===== config.mk =====
export PLATFORM = sky130hd
export DESIGN_NAME = rsc_ctrl
export DESIGN_NICKNAME = d
export VERILOG_FILES = /design/src/core/rsc_pkg.sv /design/src/core/rsc_ctrl.sv
export SDC_FILE = /design/constraint.sdc
export NUM_CORES = 1
export LEC_CHECK = 0
export BUFFER_PORTS_ARGS = -buffer_cell sky130_fd_sc_hd__buf_2
export CAP_MARGIN = 0
export CORE_ASPECT_RATIO = 1.2
export CORE_MARGIN = 4
export CORE_UTILIZATION = 30
export DETAILED_ROUTE_END_ITERATION = 8
export MAX_ROUTING_LAYER = met4
export PLACE_DENSITY = 0.46
export SETUP_SLACK_MARGIN = 0.3
export SYNTH_ARGS = -nofsm -noshare
export SYNTH_HDL_FRONTEND = slang
export SYNTH_SLANG_ARGS = --single-unit

===== constraint.sdc =====
create_clock -name i_ref_clk -period 10.5 [get_ports i_ref_clk]
set_input_delay 0.525 -clock i_ref_clk [delete_from_list [all_inputs] [get_ports i_ref_clk]]
set_output_delay 0.525 -clock i_ref_clk [all_outputs]
set_load 0.005 [all_outputs]

===== src/core/rsc_pkg.sv =====
package rsc_pkg;
   // Delays counted in crystal periods; the core clock is the crystal clock.
   localparam int CRYSTAL_OSCILLATOR_PER_CLK = 1;
   localparam int ON_CRYSTAL_OSCILLATOR = 2298;
   localparam int TX2RX_CRYSTAL_OSCILLATOR = 560;
   localparam int RX2TX_CRYSTAL_OSCILLATOR = 250;
   localparam int OFF_CRYSTAL_OSCILLATOR = 2;
   localparam int ON_CYC = ON_CRYSTAL_OSCILLATOR / CRYSTAL_OSCILLATOR_PER_CLK;
   localparam int TX2RX_CYC = TX2RX_CRYSTAL_OSCILLATOR / CRYSTAL_OSCILLATOR_PER_CLK;
   localparam int RX2TX_CYC = RX2TX_CRYSTAL_OSCILLATOR / CRYSTAL_OSCILLATOR_PER_CLK;
   localparam int OFF_CYC = OFF_CRYSTAL_OSCILLATOR / CRYSTAL_OSCILLATOR_PER_CLK;
   localparam int CNT_W = 15;
   // Strobe register codes.
   localparam logic [7:0] STB_RECEIVE = 8'h01;
   localparam logic [7:0] STB_TRANSMIT = 8'h02;
   localparam logic [7:0] STB_SYNTH_ON = 8'h03;
   localparam logic [7:0] STB_GO_IDLE = 8'h04;
   localparam logic [7:0] STB_CALIBRATE = 8'h05;
   // Field encodings.
   localparam logic [1:0] OFF_IDLE = 2'h0;
   localparam logic [1:0] OFF_SYNTH = 2'h1;
   localparam logic [1:0] OFF_TX = 2'h2;
   localparam logic [1:0] OFF_RX = 2'h3;
   localparam logic [1:0] CAL_NEVER = 2'h0;
   localparam logic [1:0] CAL_ON_START = 2'h1;
   localparam logic [1:0] CAL_ON_STOP = 2'h2;
   localparam logic [1:0] CAL_FOURTH = 2'h3;
   localparam logic [1:0] CCA_ALWAYS = 2'h0;
   localparam logic [1:0] CCA_RSSI = 2'h1;
   localparam logic [1:0] CCA_NO_PKT = 2'h2;
   localparam logic [1:0] CCA_BOTH = 2'h3;
   localparam logic [1:0] FOURTH_LAST = 2'h3;
   // Readback codes.
   localparam logic [4:0] CODE_IDLE = 5'h01;
   localparam logic [4:0] CODE_START = 5'h04;
   localparam logic [4:0] CODE_CAL = 5'h08;
   localparam logic [4:0] CODE_STOP = 5'h0c;
   localparam logic [4:0] CODE_RX = 5'h0d;
   localparam logic [4:0] CODE_SYNTH = 5'h12;
   localparam logic [4:0] CODE_TX = 5'h13;
   localparam logic [4:0] CODE_TURN = 5'h14;
   typedef enum logic [2:0] {
      RSC_IDLE, RSC_WAIT, RSC_RX, RSC_TX, RSC_SYNTH
   } rsc_state_t;
   typedef struct packed {
      logic [1:0] synth_autocal_select;
      logic [1:0] after_receive_state;
      logic [1:0] after_transmit_state;
      logic [1:0] clear_channel_mode;
   } rsc_cfg_t;
   typedef struct packed {
      logic pkt_received;
      logic pkt_sent;
      logic rx_timeout;
      logic rssi_below;
      logic receiving;
   } rsc_stat_t;
endpackage : rsc_pkg


===== src/core/rsc_ctrl.sv =====
`timescale 1ns/1ps
module rsc_ctrl #(
   parameter int CAL_CRYSTAL_OSCILLATOR = 18739,
   parameter int ON_CAL_CRYSTAL_OSCILLATOR = 21037
) (
   input wire logic i_ref_clk,
   input wire logic i_srst,
   input wire logic i_strobe_valid,
   input wire logic [7:0] i_radio_strobe_register,
   input wire rsc_pkg::rsc_cfg_t i_cfg,
   input wire rsc_pkg::rsc_stat_t i_stat,
   output logic [4:0] o_radio_state_readback,
   output logic o_rx_on,
   output logic o_tx_on,
   output logic o_synth_on,
   output logic o_cal_busy
);
   localparam int CAL_CYC = CAL_CRYSTAL_OSCILLATOR / rsc_pkg::CRYSTAL_OSCILLATOR_PER_CLK;
   localparam int ON_CAL_CYC = ON_CAL_CRYSTAL_OSCILLATOR / rsc_pkg::CRYSTAL_OSCILLATOR_PER_CLK;
   localparam logic [14:0] CNT_ONE = 15'h0001;

   rsc_pkg::rsc_state_t state_ff, nxt_state;
   rsc_pkg::rsc_state_t dest_ff, nxt_dest;
   logic [rsc_pkg::CNT_W-1:0] cnt_ff, nxt_cnt;
   logic [4:0] code_ff, nxt_code;
   logic [1:0] fourth_ff, nxt_fourth;
   logic cal_ff, nxt_cal;
   logic s_rx, s_tx, s_syn, s_idle, s_cal, cca_ok;
   logic stop_cal;

   // Strobe decode; the strobe comes from the CPU in this clock domain.
   assign s_rx = i_strobe_valid &&
                 i_radio_strobe_register == rsc_pkg::STB_RECEIVE;
   assign s_tx = i_strobe_valid &&
                 i_radio_strobe_register == rsc_pkg::STB_TRANSMIT;
   assign s_syn = i_strobe_valid &&
                  i_radio_strobe_register == rsc_pkg::STB_SYNTH_ON;
   assign s_idle = i_strobe_valid &&
                   i_radio_strobe_register == rsc_pkg::STB_GO_IDLE;
   assign s_cal = i_strobe_valid &&
                  i_radio_strobe_register == rsc_pkg::STB_CALIBRATE;

   // Clear-channel qualifier for the transmit and synth-on strobes that leave receive.
   always_comb begin
      case (i_cfg.clear_channel_mode)
         rsc_pkg::CCA_ALWAYS: cca_ok = 1'b1;
         rsc_pkg::CCA_RSSI: cca_ok = i_stat.rssi_below;
         rsc_pkg::CCA_NO_PKT: cca_ok = !i_stat.receiving;
         default: cca_ok = i_stat.rssi_below && !i_stat.receiving;
      endcase
   end

   // Calibration on the way down: always, or on every fourth stop.
   assign stop_cal =
      i_cfg.synth_autocal_select == rsc_pkg::CAL_ON_STOP ||
      (i_cfg.synth_autocal_select == rsc_pkg::CAL_FOURTH &&
       fourth_ff == rsc_pkg::FOURTH_LAST);

   // Next-state logic. Every timed move goes through the wait state, which
   // holds a down counter and the destination; the idle strobe beats all.
   always_comb begin
      logic go_stop;
      logic [1:0] off_sel;
      logic go_off;
      go_stop = 1'b0;
      off_sel = rsc_pkg::OFF_IDLE;
      go_off = 1'b0;
      nxt_state = state_ff;
      nxt_dest = dest_ff;
      nxt_cnt = cnt_ff;
      nxt_code = code_ff;
      nxt_fourth = fourth_ff;
      nxt_cal = cal_ff;
      case (state_ff)
         rsc_pkg::RSC_IDLE: begin
            if (s_rx || s_tx || s_syn) begin
               nxt_state = rsc_pkg::RSC_WAIT;
               nxt_dest = s_rx ? rsc_pkg::RSC_RX :
                          s_tx ? rsc_pkg::RSC_TX : rsc_pkg::RSC_SYNTH;
               nxt_code = rsc_pkg::CODE_START;
               nxt_cal = i_cfg.synth_autocal_select ==
                         rsc_pkg::CAL_ON_START;
               nxt_cnt = nxt_cal ? CNT_ONE * ON_CAL_CYC[14:0]
                                 : rsc_pkg::ON_CYC[14:0];
            end else if (s_cal) begin
               nxt_state = rsc_pkg::RSC_WAIT;
               nxt_dest = rsc_pkg::RSC_IDLE;
               nxt_code = rsc_pkg::CODE_CAL;
               nxt_cal = 1'b1;
               nxt_cnt = CAL_CYC[14:0];
            end
         end
         rsc_pkg::RSC_WAIT: begin
            if (s_idle) begin
               nxt_state = rsc_pkg::RSC_IDLE;
               nxt_code = rsc_pkg::CODE_IDLE;
               nxt_cal = 1'b0;
            end else if (cnt_ff == CNT_ONE) begin
               nxt_state = dest_ff;
               nxt_cal = 1'b0;
               case (dest_ff)
                  rsc_pkg::RSC_RX: nxt_code = rsc_pkg::CODE_RX;
                  rsc_pkg::RSC_TX: nxt_code = rsc_pkg::CODE_TX;
                  rsc_pkg::RSC_SYNTH: nxt_code = rsc_pkg::CODE_SYNTH;
                  default: nxt_code = rsc_pkg::CODE_IDLE;
               endcase
            end else begin
               nxt_cnt = cnt_ff - CNT_ONE;
            end
         end
         rsc_pkg::RSC_RX: begin
            if (s_idle) begin
               go_stop = 1'b1;
            end else if ((s_tx || s_syn) && cca_ok) begin
               nxt_state = rsc_pkg::RSC_WAIT;
               nxt_dest = s_tx ? rsc_pkg::RSC_TX : rsc_pkg::RSC_SYNTH;
               nxt_code = rsc_pkg::CODE_TURN;
               nxt_cnt = rsc_pkg::RX2TX_CYC[14:0];
            end else if (i_stat.pkt_received) begin
               go_off = 1'b1;
               off_sel = i_cfg.after_receive_state;
            end else if (i_stat.rx_timeout) begin
               go_stop = 1'b1;
            end
         end
         rsc_pkg::RSC_TX: begin
            if (s_idle) begin
               go_stop = 1'b1;
            end else if (s_rx) begin
               nxt_state = rsc_pkg::RSC_WAIT;
               nxt_dest = rsc_pkg::RSC_RX;
               nxt_code = rsc_pkg::CODE_TURN;
               nxt_cnt = rsc_pkg::TX2RX_CYC[14:0];
            end else if (i_stat.pkt_sent) begin
               go_off = 1'b1;
               off_sel = i_cfg.after_transmit_state;
            end
         end
         rsc_pkg::RSC_SYNTH: begin
            if (s_idle) begin
               nxt_state = rsc_pkg::RSC_IDLE;
               nxt_code = rsc_pkg::CODE_IDLE;
            end else if (s_tx) begin
               nxt_state = rsc_pkg::RSC_TX;
               nxt_code = rsc_pkg::CODE_TX;
            end
         end
         default: begin
            nxt_state = rsc_pkg::RSC_IDLE;
            nxt_code = rsc_pkg::CODE_IDLE;
         end
      endcase
      // After-packet destination, shared by receive and transmit.
      if (go_off) begin
         case (off_sel)
            rsc_pkg::OFF_IDLE: go_stop = 1'b1;
            rsc_pkg::OFF_SYNTH: begin
               if (state_ff == rsc_pkg::RSC_RX) begin
                  nxt_state = rsc_pkg::RSC_WAIT;
                  nxt_dest = rsc_pkg::RSC_SYNTH;
                  nxt_code = rsc_pkg::CODE_TURN;
                  nxt_cnt = rsc_pkg::RX2TX_CYC[14:0];
               end else begin
                  nxt_state = rsc_pkg::RSC_SYNTH;
                  nxt_code = rsc_pkg::CODE_SYNTH;
               end
            end
            rsc_pkg::OFF_TX: begin
               if (state_ff == rsc_pkg::RSC_RX) begin
                  nxt_state = rsc_pkg::RSC_WAIT;
                  nxt_dest = rsc_pkg::RSC_TX;
                  nxt_code = rsc_pkg::CODE_TURN;
                  nxt_cnt = rsc_pkg::RX2TX_CYC[14:0];
               end
            end
            default: begin
               if (state_ff == rsc_pkg::RSC_TX) begin
                  nxt_state = rsc_pkg::RSC_WAIT;
                  nxt_dest = rsc_pkg::RSC_RX;
                  nxt_code = rsc_pkg::CODE_TURN;
                  nxt_cnt = rsc_pkg::TX2RX_CYC[14:0];
               end
            end
         endcase
      end
      // Shutting down to idle, with or without a calibration on the way.
      if (go_stop) begin
         nxt_state = rsc_pkg::RSC_WAIT;
         nxt_dest = rsc_pkg::RSC_IDLE;
         nxt_cal = stop_cal;
         nxt_code = stop_cal ? rsc_pkg::CODE_CAL : rsc_pkg::CODE_STOP;
         nxt_cnt = stop_cal ? CAL_CYC[14:0]
                            : rsc_pkg::OFF_CYC[14:0];
         if (i_cfg.synth_autocal_select == rsc_pkg::CAL_FOURTH) begin
            nxt_fourth = fourth_ff + 2'h1;
         end
      end
   end

   // State registers.
   always_ff @(posedge i_ref_clk) begin
      if (i_srst) begin
         state_ff <= rsc_pkg::RSC_IDLE;
         dest_ff <= rsc_pkg::RSC_IDLE;
         cnt_ff <= '0;
         code_ff <= rsc_pkg::CODE_IDLE;
         fourth_ff <= 2'h0;
         cal_ff <= 1'b0;
      end else begin
         state_ff <= nxt_state;
         dest_ff <= nxt_dest;
         cnt_ff <= nxt_cnt;
         code_ff <= nxt_code;
         fourth_ff <= nxt_fourth;
         cal_ff <= nxt_cal;
      end
   end

   // Outputs are decoded from registers only, so they never glitch.
   assign o_radio_state_readback = code_ff;
   assign o_rx_on = state_ff == rsc_pkg::RSC_RX;
   assign o_tx_on = state_ff == rsc_pkg::RSC_TX;
   assign o_synth_on = state_ff == rsc_pkg::RSC_SYNTH ||
                       state_ff == rsc_pkg::RSC_RX ||
                       state_ff == rsc_pkg::RSC_TX;
   assign o_cal_busy = cal_ff;
endmodule : rsc_ctrl


======== After elaboration in Yosys (flattened, before gate mapping) ========
Cells that the tools add are included.
operators by class
  muxes and demuxes ....................... 95
  equal/unequal tests ..................... 23
  reductions and logical operators ........ 23
  $add $sub $neg .......................... 2
operator list
  operator                 number
  $mux W15                 14
  $mux W3                  28
  $mux W5                  14
  $pmux W15 S4             1
  $pmux W15 S2             1
  $pmux W5 S3              2
  $pmux W3 S3              3
  $pmux W5 S5              1
  $mux W1                  19
  $eq A8 B2 Y1 const B     2
  $eq A8 B3 Y1 const B     2
  $eq A15 B1 Y1 const B    1
  $pmux W3 S5              1
  $sub A15 B1 Y15 const B  1
  $eq A3 B2 Y1 const B     4
  $mux W2                  6
  $eq A2 B2 Y1 const B     5
  $eq A8 B1 Y1 const B     1
  $logic_and A1 B1 Y1      8
  $ne A4 B4 Y1 const B     2
  $eq A2 B1 Y1 const B     3
  $eq A3 B3 Y1 const B     2
  $logic_or A1 B1 Y1       6
  $pmux W1 S2              3
  11 further kinds         13
word-level totals
  output and inout port bits .............. 9
  logic and storage cells ................. 150
  input port bits ......................... 24
  register bits after elaboration ......... 29

======== Longest topological paths before layout ========
  depth in word-level cells ............... 12
  gate-level depth with buffers ........... 13
  depth with buffers taken out ............ 11

======== Worst setup path after synthesis ========
No wires, ideal clock.
  path kind ............................... input -> register
  start point ............................. input port i_radio_strobe_register[3]
  end point ............................... register cnt_ff[4] (netlist name)
  stages .................................. 12
  setup slack ............................. 6.796 ns
  path buffers ............................ 2
  data required time ...................... 10.362 ns
  arrival time ............................ 3.566 ns
  setup time .............................. 0.138 ns
  path through ............................ or4_1 -> buf_2 -> o41a_1 -> a22oi_1 -> inv_1 -> ha_1 -> clkbuf_1 -> a311oi_1 -> a32o_1 -> a21oi_1 -> a2111oi_0 -> o22ai_1
between the ends
  cells in the longest elaborated chain, start to end .. 12
  elaborated cells between the ends (all ways) .. 47
  classes of those cells .................. 7 x eq/ne; 29 x mux; 11 x reduce/logical
ends and longest elaborated chain
  item                                                 line                            source
  start, declared                                      rsc_ctrl.sv:9                   input wire logic [7:0] i_radio_strobe_register,
  $eq A8 B2 Y1 (on tied branches)                      rsc_ctrl.sv:35, rsc_ctrl.sv:37
  $logic_and A1 B1 Y1 (on tied branches)               rsc_ctrl.sv:34, rsc_ctrl.sv:36
  $logic_or A1 B1 Y1                                   rsc_ctrl.sv:114                 end else if ((s_tx || s_syn) && cca_ok) begin
  $logic_and A1 B1 Y1                                  rsc_ctrl.sv:114
  $mux W2                                              rsc_ctrl.sv:114
  $mux W2                                              rsc_ctrl.sv:112                 if (s_idle) begin
  $pmux W2 S2                                          rsc_ctrl.sv:74                  case (state_ff)
  $eq A2 B2 Y1 / $eq A2 B1 Y1 (equally long branches)  rsc_ctrl.sv:155                 case (off_sel)
  $reduce_or A2 Y1 (no line)                           -
  $pmux W15 S2                                         rsc_ctrl.sv:155
  $mux W15                                             rsc_ctrl.sv:154                 if (go_off) begin
  $mux W15 *                                           rsc_ctrl.sv:187                 if (go_stop) begin
  end signal, assigned                                 rsc_ctrl.sv:212                 cnt_ff <= nxt_cnt;
  end, declared                                        rsc_ctrl.sv:24                  logic [rsc_pkg::CNT_W-1:0] cnt_ff, nxt_cnt;
Mark *: on every way between the ends. The rest lies on a longest branch, timed or not.
A chain may end at the register's enable or synchronous reset.

======== Worst setup path in the final report ========
Same ends and word-level chain as after synthesis.

==> impl_table.tex <==
\begin{tabular}{lr}
\hline
Metric & Value \\
\hline
\multicolumn{2}{l}{\textbf{Synthesis}} \\
Post-synthesis instance total & 386 \\
Post-synthesis net count & 417 \\
Synth warnings & 0 \\
Syn\_area\_per\_cell & 7.238 um2 \\
Synth async-reset ratio & 0 \\
Leading register cell type out of synthesis & sky130\_fd\_sc\_hd\_\_dfxtp\_1 \\
Cell taking the most area after synthesis & sky130\_fd\_sc\_hd\_\_dfxtp\_1 \\
Post-synthesis sequential element count & 29 \\
Portion of synthesized cell area occupied by the leading cell type & 0.2078 \\
Post-synth EDFFs & 0 \\
Register area share after synthesis & 0.2078 \\
Post-synthesis instance area & 2794 um2 \\
Dominant cells by area after synthesis & sky130\_fd\_sc\_hd\_\_dfxtp\_1 21\%, sky130\_fd\_sc\_hd\_\_a21oi\_1 5.4\%, sky130\_fd\_sc\_hd\_\_nand2\_1 4.4\% \\
Cell variety after synth & 69 \\
\multicolumn{2}{l}{\textbf{Worst setup path}} \\
RR Endpoint & cnt\_ff[8] \\
Req. time, crit path & 10.66 ns \\
R2r setup slk & 6.69 ns \\
Depth of the worst register-to-register path & 10 \\
Startpoint type of the worst setup path & primary input \\
Worst Path Max Fanout & 9 \\
Source of the worst register-to-register timing path & state\_ff[1] \\
Kind of critical path & primary input to flop \\
CP Data Arrival Time & 4.22 ns \\
Endpoint class of the critical path & flop \\
\multicolumn{2}{l}{\textbf{CTS}} \\
Latest clock arrival within the worst-skew pair & 0.29 ns \\
Number of buffers created by CTS & 5 \\
CTS root buf & sky130\_fd\_sc\_hd\_\_clkbuf\_8 \\
H-tree levels & 2 \\
Number of buffers inserted for hold repair after clock tree synthesis & 0 \\
Clock tree from TritonCTS & built \\
Reg clk slew, reported paths & 0.07 ns \\
Total of cells resized after clock tree synthesis & 0 \\
Clk buf depth & 2 \\
Number of setup buffers added after CTS & 0 \\
TritonCTS sink count & 29 \\
\multicolumn{2}{l}{\textbf{Power and ir drop}} \\
Combinational share of power & 0.137 \\
Leakage power & 1.221 nW \\
Largest voltage drop on the vdd net & 0.03640 mV \\
P\_sw & 77.36 uW \\
Power share of the sequential group & 0.412 \\
Pwr/cell area & 86.76 nW/um2 \\
Net switching share of the total power & 0.2825 \\
Internal power & 196.5 uW \\
Portion of total power attributed to the clock network & 0.452 \\
\multicolumn{2}{l}{\textbf{Global route}} \\
Vias in the first global route & 3208 \\
Pin count of the biggest net entering global routing & 29 \\
Aggregate global routing overflow & 0 \\
Global-route usage over all layers & 0.2117 \\
Number of antenna violations at the first check in global routing & 0 \\
Wire length of the first global-routing pass & 17280 um \\
\multicolumn{2}{l}{\textbf{Detailed routing}} \\
DRC violations left & 0 \\
Routed WL & 10920 um \\
Drt wl/cell & 20.76 um \\
Number of iterations in the first detailed-routing pass & 6 \\
Antenna Nets Post-Route & 0 \\
Via count normalized by instance count & 6.160 \\
Vias after detailed routing & 3240 \\
Detailed Route Iter0 Violations & 264 \\
\multicolumn{2}{l}{\textbf{Finish}} \\
Share of post-route cells with drive strength above 1 & 0.1675 \\
Nets & 436 \\
Most frequent cells in the layout & 33 x sky130\_fd\_sc\_hd\_\_nand2\_1, 32 x sky130\_fd\_sc\_hd\_\_buf\_2, 30 x sky130\_fd\_sc\_hd\_\_a21oi\_1, 29 x sky130\_fd\_sc\_hd\_\_nor2\_1, 29 x sky130\_fd\_sc\_hd\_\_dfxtp\_1 \\
Fill cells & 982 \\
Most common library cell in the layout ignoring fill and taps & sky130\_fd\_sc\_hd\_\_nand2\_1 \\
Area growth from synthesis to layout & 12.99\% \\
Core utilization of the finished layout & 0.3476 \\
Area occupied by multi-input gates & 2064 um2 \\
Total area of sequential cells & 580.6 um2 \\
Diodes inserted & 0 \\
Layout Cell Area excl Fill & 3157 um2 \\
\multicolumn{2}{l}{\textbf{Floorplanning}} \\
Number of primary I/O pins & 33 \\
Core area & 9081 um2 \\
Die height & 113.7 um \\
Initial core utilization & 0.3077 \\
Row Count & 38 \\
Horizontal die dimension & 96.10 um \\
Area of the die & 10930 um2 \\
\multicolumn{2}{l}{\textbf{STA}} \\
Maximum clock skew at final layout & 0.004649 ns \\
Post-route minimum period & 4.064 ns \\
Setup violation total in the final timing report & 0 \\
Unrepaired setup endpoints after global routing & no \\
Period utilization & 0.3870 \\
Count of pins over their slew limit & 0 \\
Timing-limited maximum frequency & 246.1 MHz \\
Least-Margin Pin Slew & 0.9369 ns \\
Setup TNS after final layout & 0 ns \\
Fin. Hold Viols & 0 \\
Headroom to the max-slew limit & 0.3697 \\
\multicolumn{2}{l}{\textbf{Placed design}} \\
Post-detail-place hpwl & 8406 um \\
Total cell area at the placement stage & 3042 um2 \\
I/O Buffers & 32 \\
Placer congestion estimate & 0.9540 \\
\multicolumn{2}{l}{\textbf{Hold path}} \\
Path category of the worst min-delay check & flop to flop \\
Startpoint of the lowest-slack hold path & fourth\_ff[1] \\
Hold Path Depth & 2 \\
Terminating pin of the worst hold path & fourth\_ff[1] \\
\multicolumn{2}{l}{\textbf{Job}} \\
Max Cap Violations & 0 \\
\multicolumn{2}{l}{\textbf{Status}} \\
Result of the run & finished, final reports clean \\
\hline
\end{tabular}
==> sequential cells by signal (all words and copies together) (netlist names) <==
signal / count
cnt_ff: 15
dest_ff: 3
fourth_ff: 2
o_cal_busy: 1
o_radio_state_readback: 5
state_ff: 3
==> synthesized netlist by cell type, drive strengths merged (6+ instances only) <==
cell type and instances:
nor2 30, o21ai 21, a31oi 12, clkbuf 21
nor4 10, dfxtp 29, nor3 11, nand2 33
o41ai 7, nand3 11, o22ai 8, nand4 11
inv 15, nor2b 6, o21a 6, or3b 6
ha 7, nand2b 13, a21oi 30
==> power by group through the flow <==
stage	Combinational, mW	Sequential (mW)	Clock, mW
final	0.0374	0.113	0.124
after global routing	0.0414	0.113	0.130
after CTS	0.0371	0.113	0.125
after detailed placement	0.0369	0.115	0
after global placement	0.0371	0.115	0
after floorplan	0.0248	0.115	0
==> logic make-up after synthesis <==
family,count (synthesis),share of synthesized area
simple gates,161,0.3260
compound gates,144,0.3605
buf+inv,39,0.05329
flops,29,0.2078
fa+ha+maj,7,0.03135
xor+xnor,3,0.009406
mux,3,0.01164
==> how the worst max path moves through the flow <==
stage	from	endpoint	slack, ns	cells past startpoint
after floorplan	i_radio_strobe_register[3]	cnt_ff[4]	6.80	12
after detailed placement	i_radio_strobe_register[3]	cnt_ff[4]	6.26	12
after global placement	i_radio_strobe_register[3]	cnt_ff[4]	6.40	12
after global routing	i_radio_strobe_register[3]	cnt_ff[4]	6.07	12
after CTS	i_radio_strobe_register[3]	cnt_ff[4]	6.52	12
final	i_radio_strobe_register[3]	cnt_ff[4]	6.44	12
==> critical path: stages <==
cell                        delay [ns]
sky130_fd_sc_hd__buf_2            0.11
sky130_fd_sc_hd__or4_1            0.72
sky130_fd_sc_hd__nor3_2           0.58
sky130_fd_sc_hd__nor4_1           0.13
sky130_fd_sc_hd__a22oi_1          0.29
sky130_fd_sc_hd__inv_1            0.11
sky130_fd_sc_hd__ha_1             0.31
sky130_fd_sc_hd__a311oi_1         0.47
sky130_fd_sc_hd__a32o_1           0.37
sky130_fd_sc_hd__a21oi_1          0.13
sky130_fd_sc_hd__a2111oi_0        0.33
sky130_fd_sc_hd__o22ai_1          0.14
==> final cells by class <==
type	instances	area share
inverter	15	0.01784
sequential	29	0.1839
clock inverter	3	0.01467
clock buffer	5	0.02180
tap	120	0.04756
timing repair buffer	36	0.06025
multi-input combinational	318	0.6540
==> routing by layer <==
layer  vias to the layer above  share of wire  track usage
met4                         0          0.056       0.1186
met5                         -              0            -
met2                       138           0.48       0.3344
met3                        41          0.046      0.02770
met1                      1514           0.42       0.2566
li1                       1547              -            -
==> through the flow <==
step / power [mW] / hold WS (ns) / std cells / worst slack (ns)
global route: 0.2839 / 0.5497 / 526 / 6.067
floorplan: 0.1395 / 0.4528 / 386 / 6.796
detailed placement: 0.1522 / 0.4801 / 518 / 6.256
CTS: 0.2747 / 0.4938 / 526 / 6.523
global placement: 0.1524 / 0.4669 / 518 / 6.399
finish: 0.2739 / 0.4870 / 526 / 6.436
Note: power is estimated with default switching activity, not from simulation.
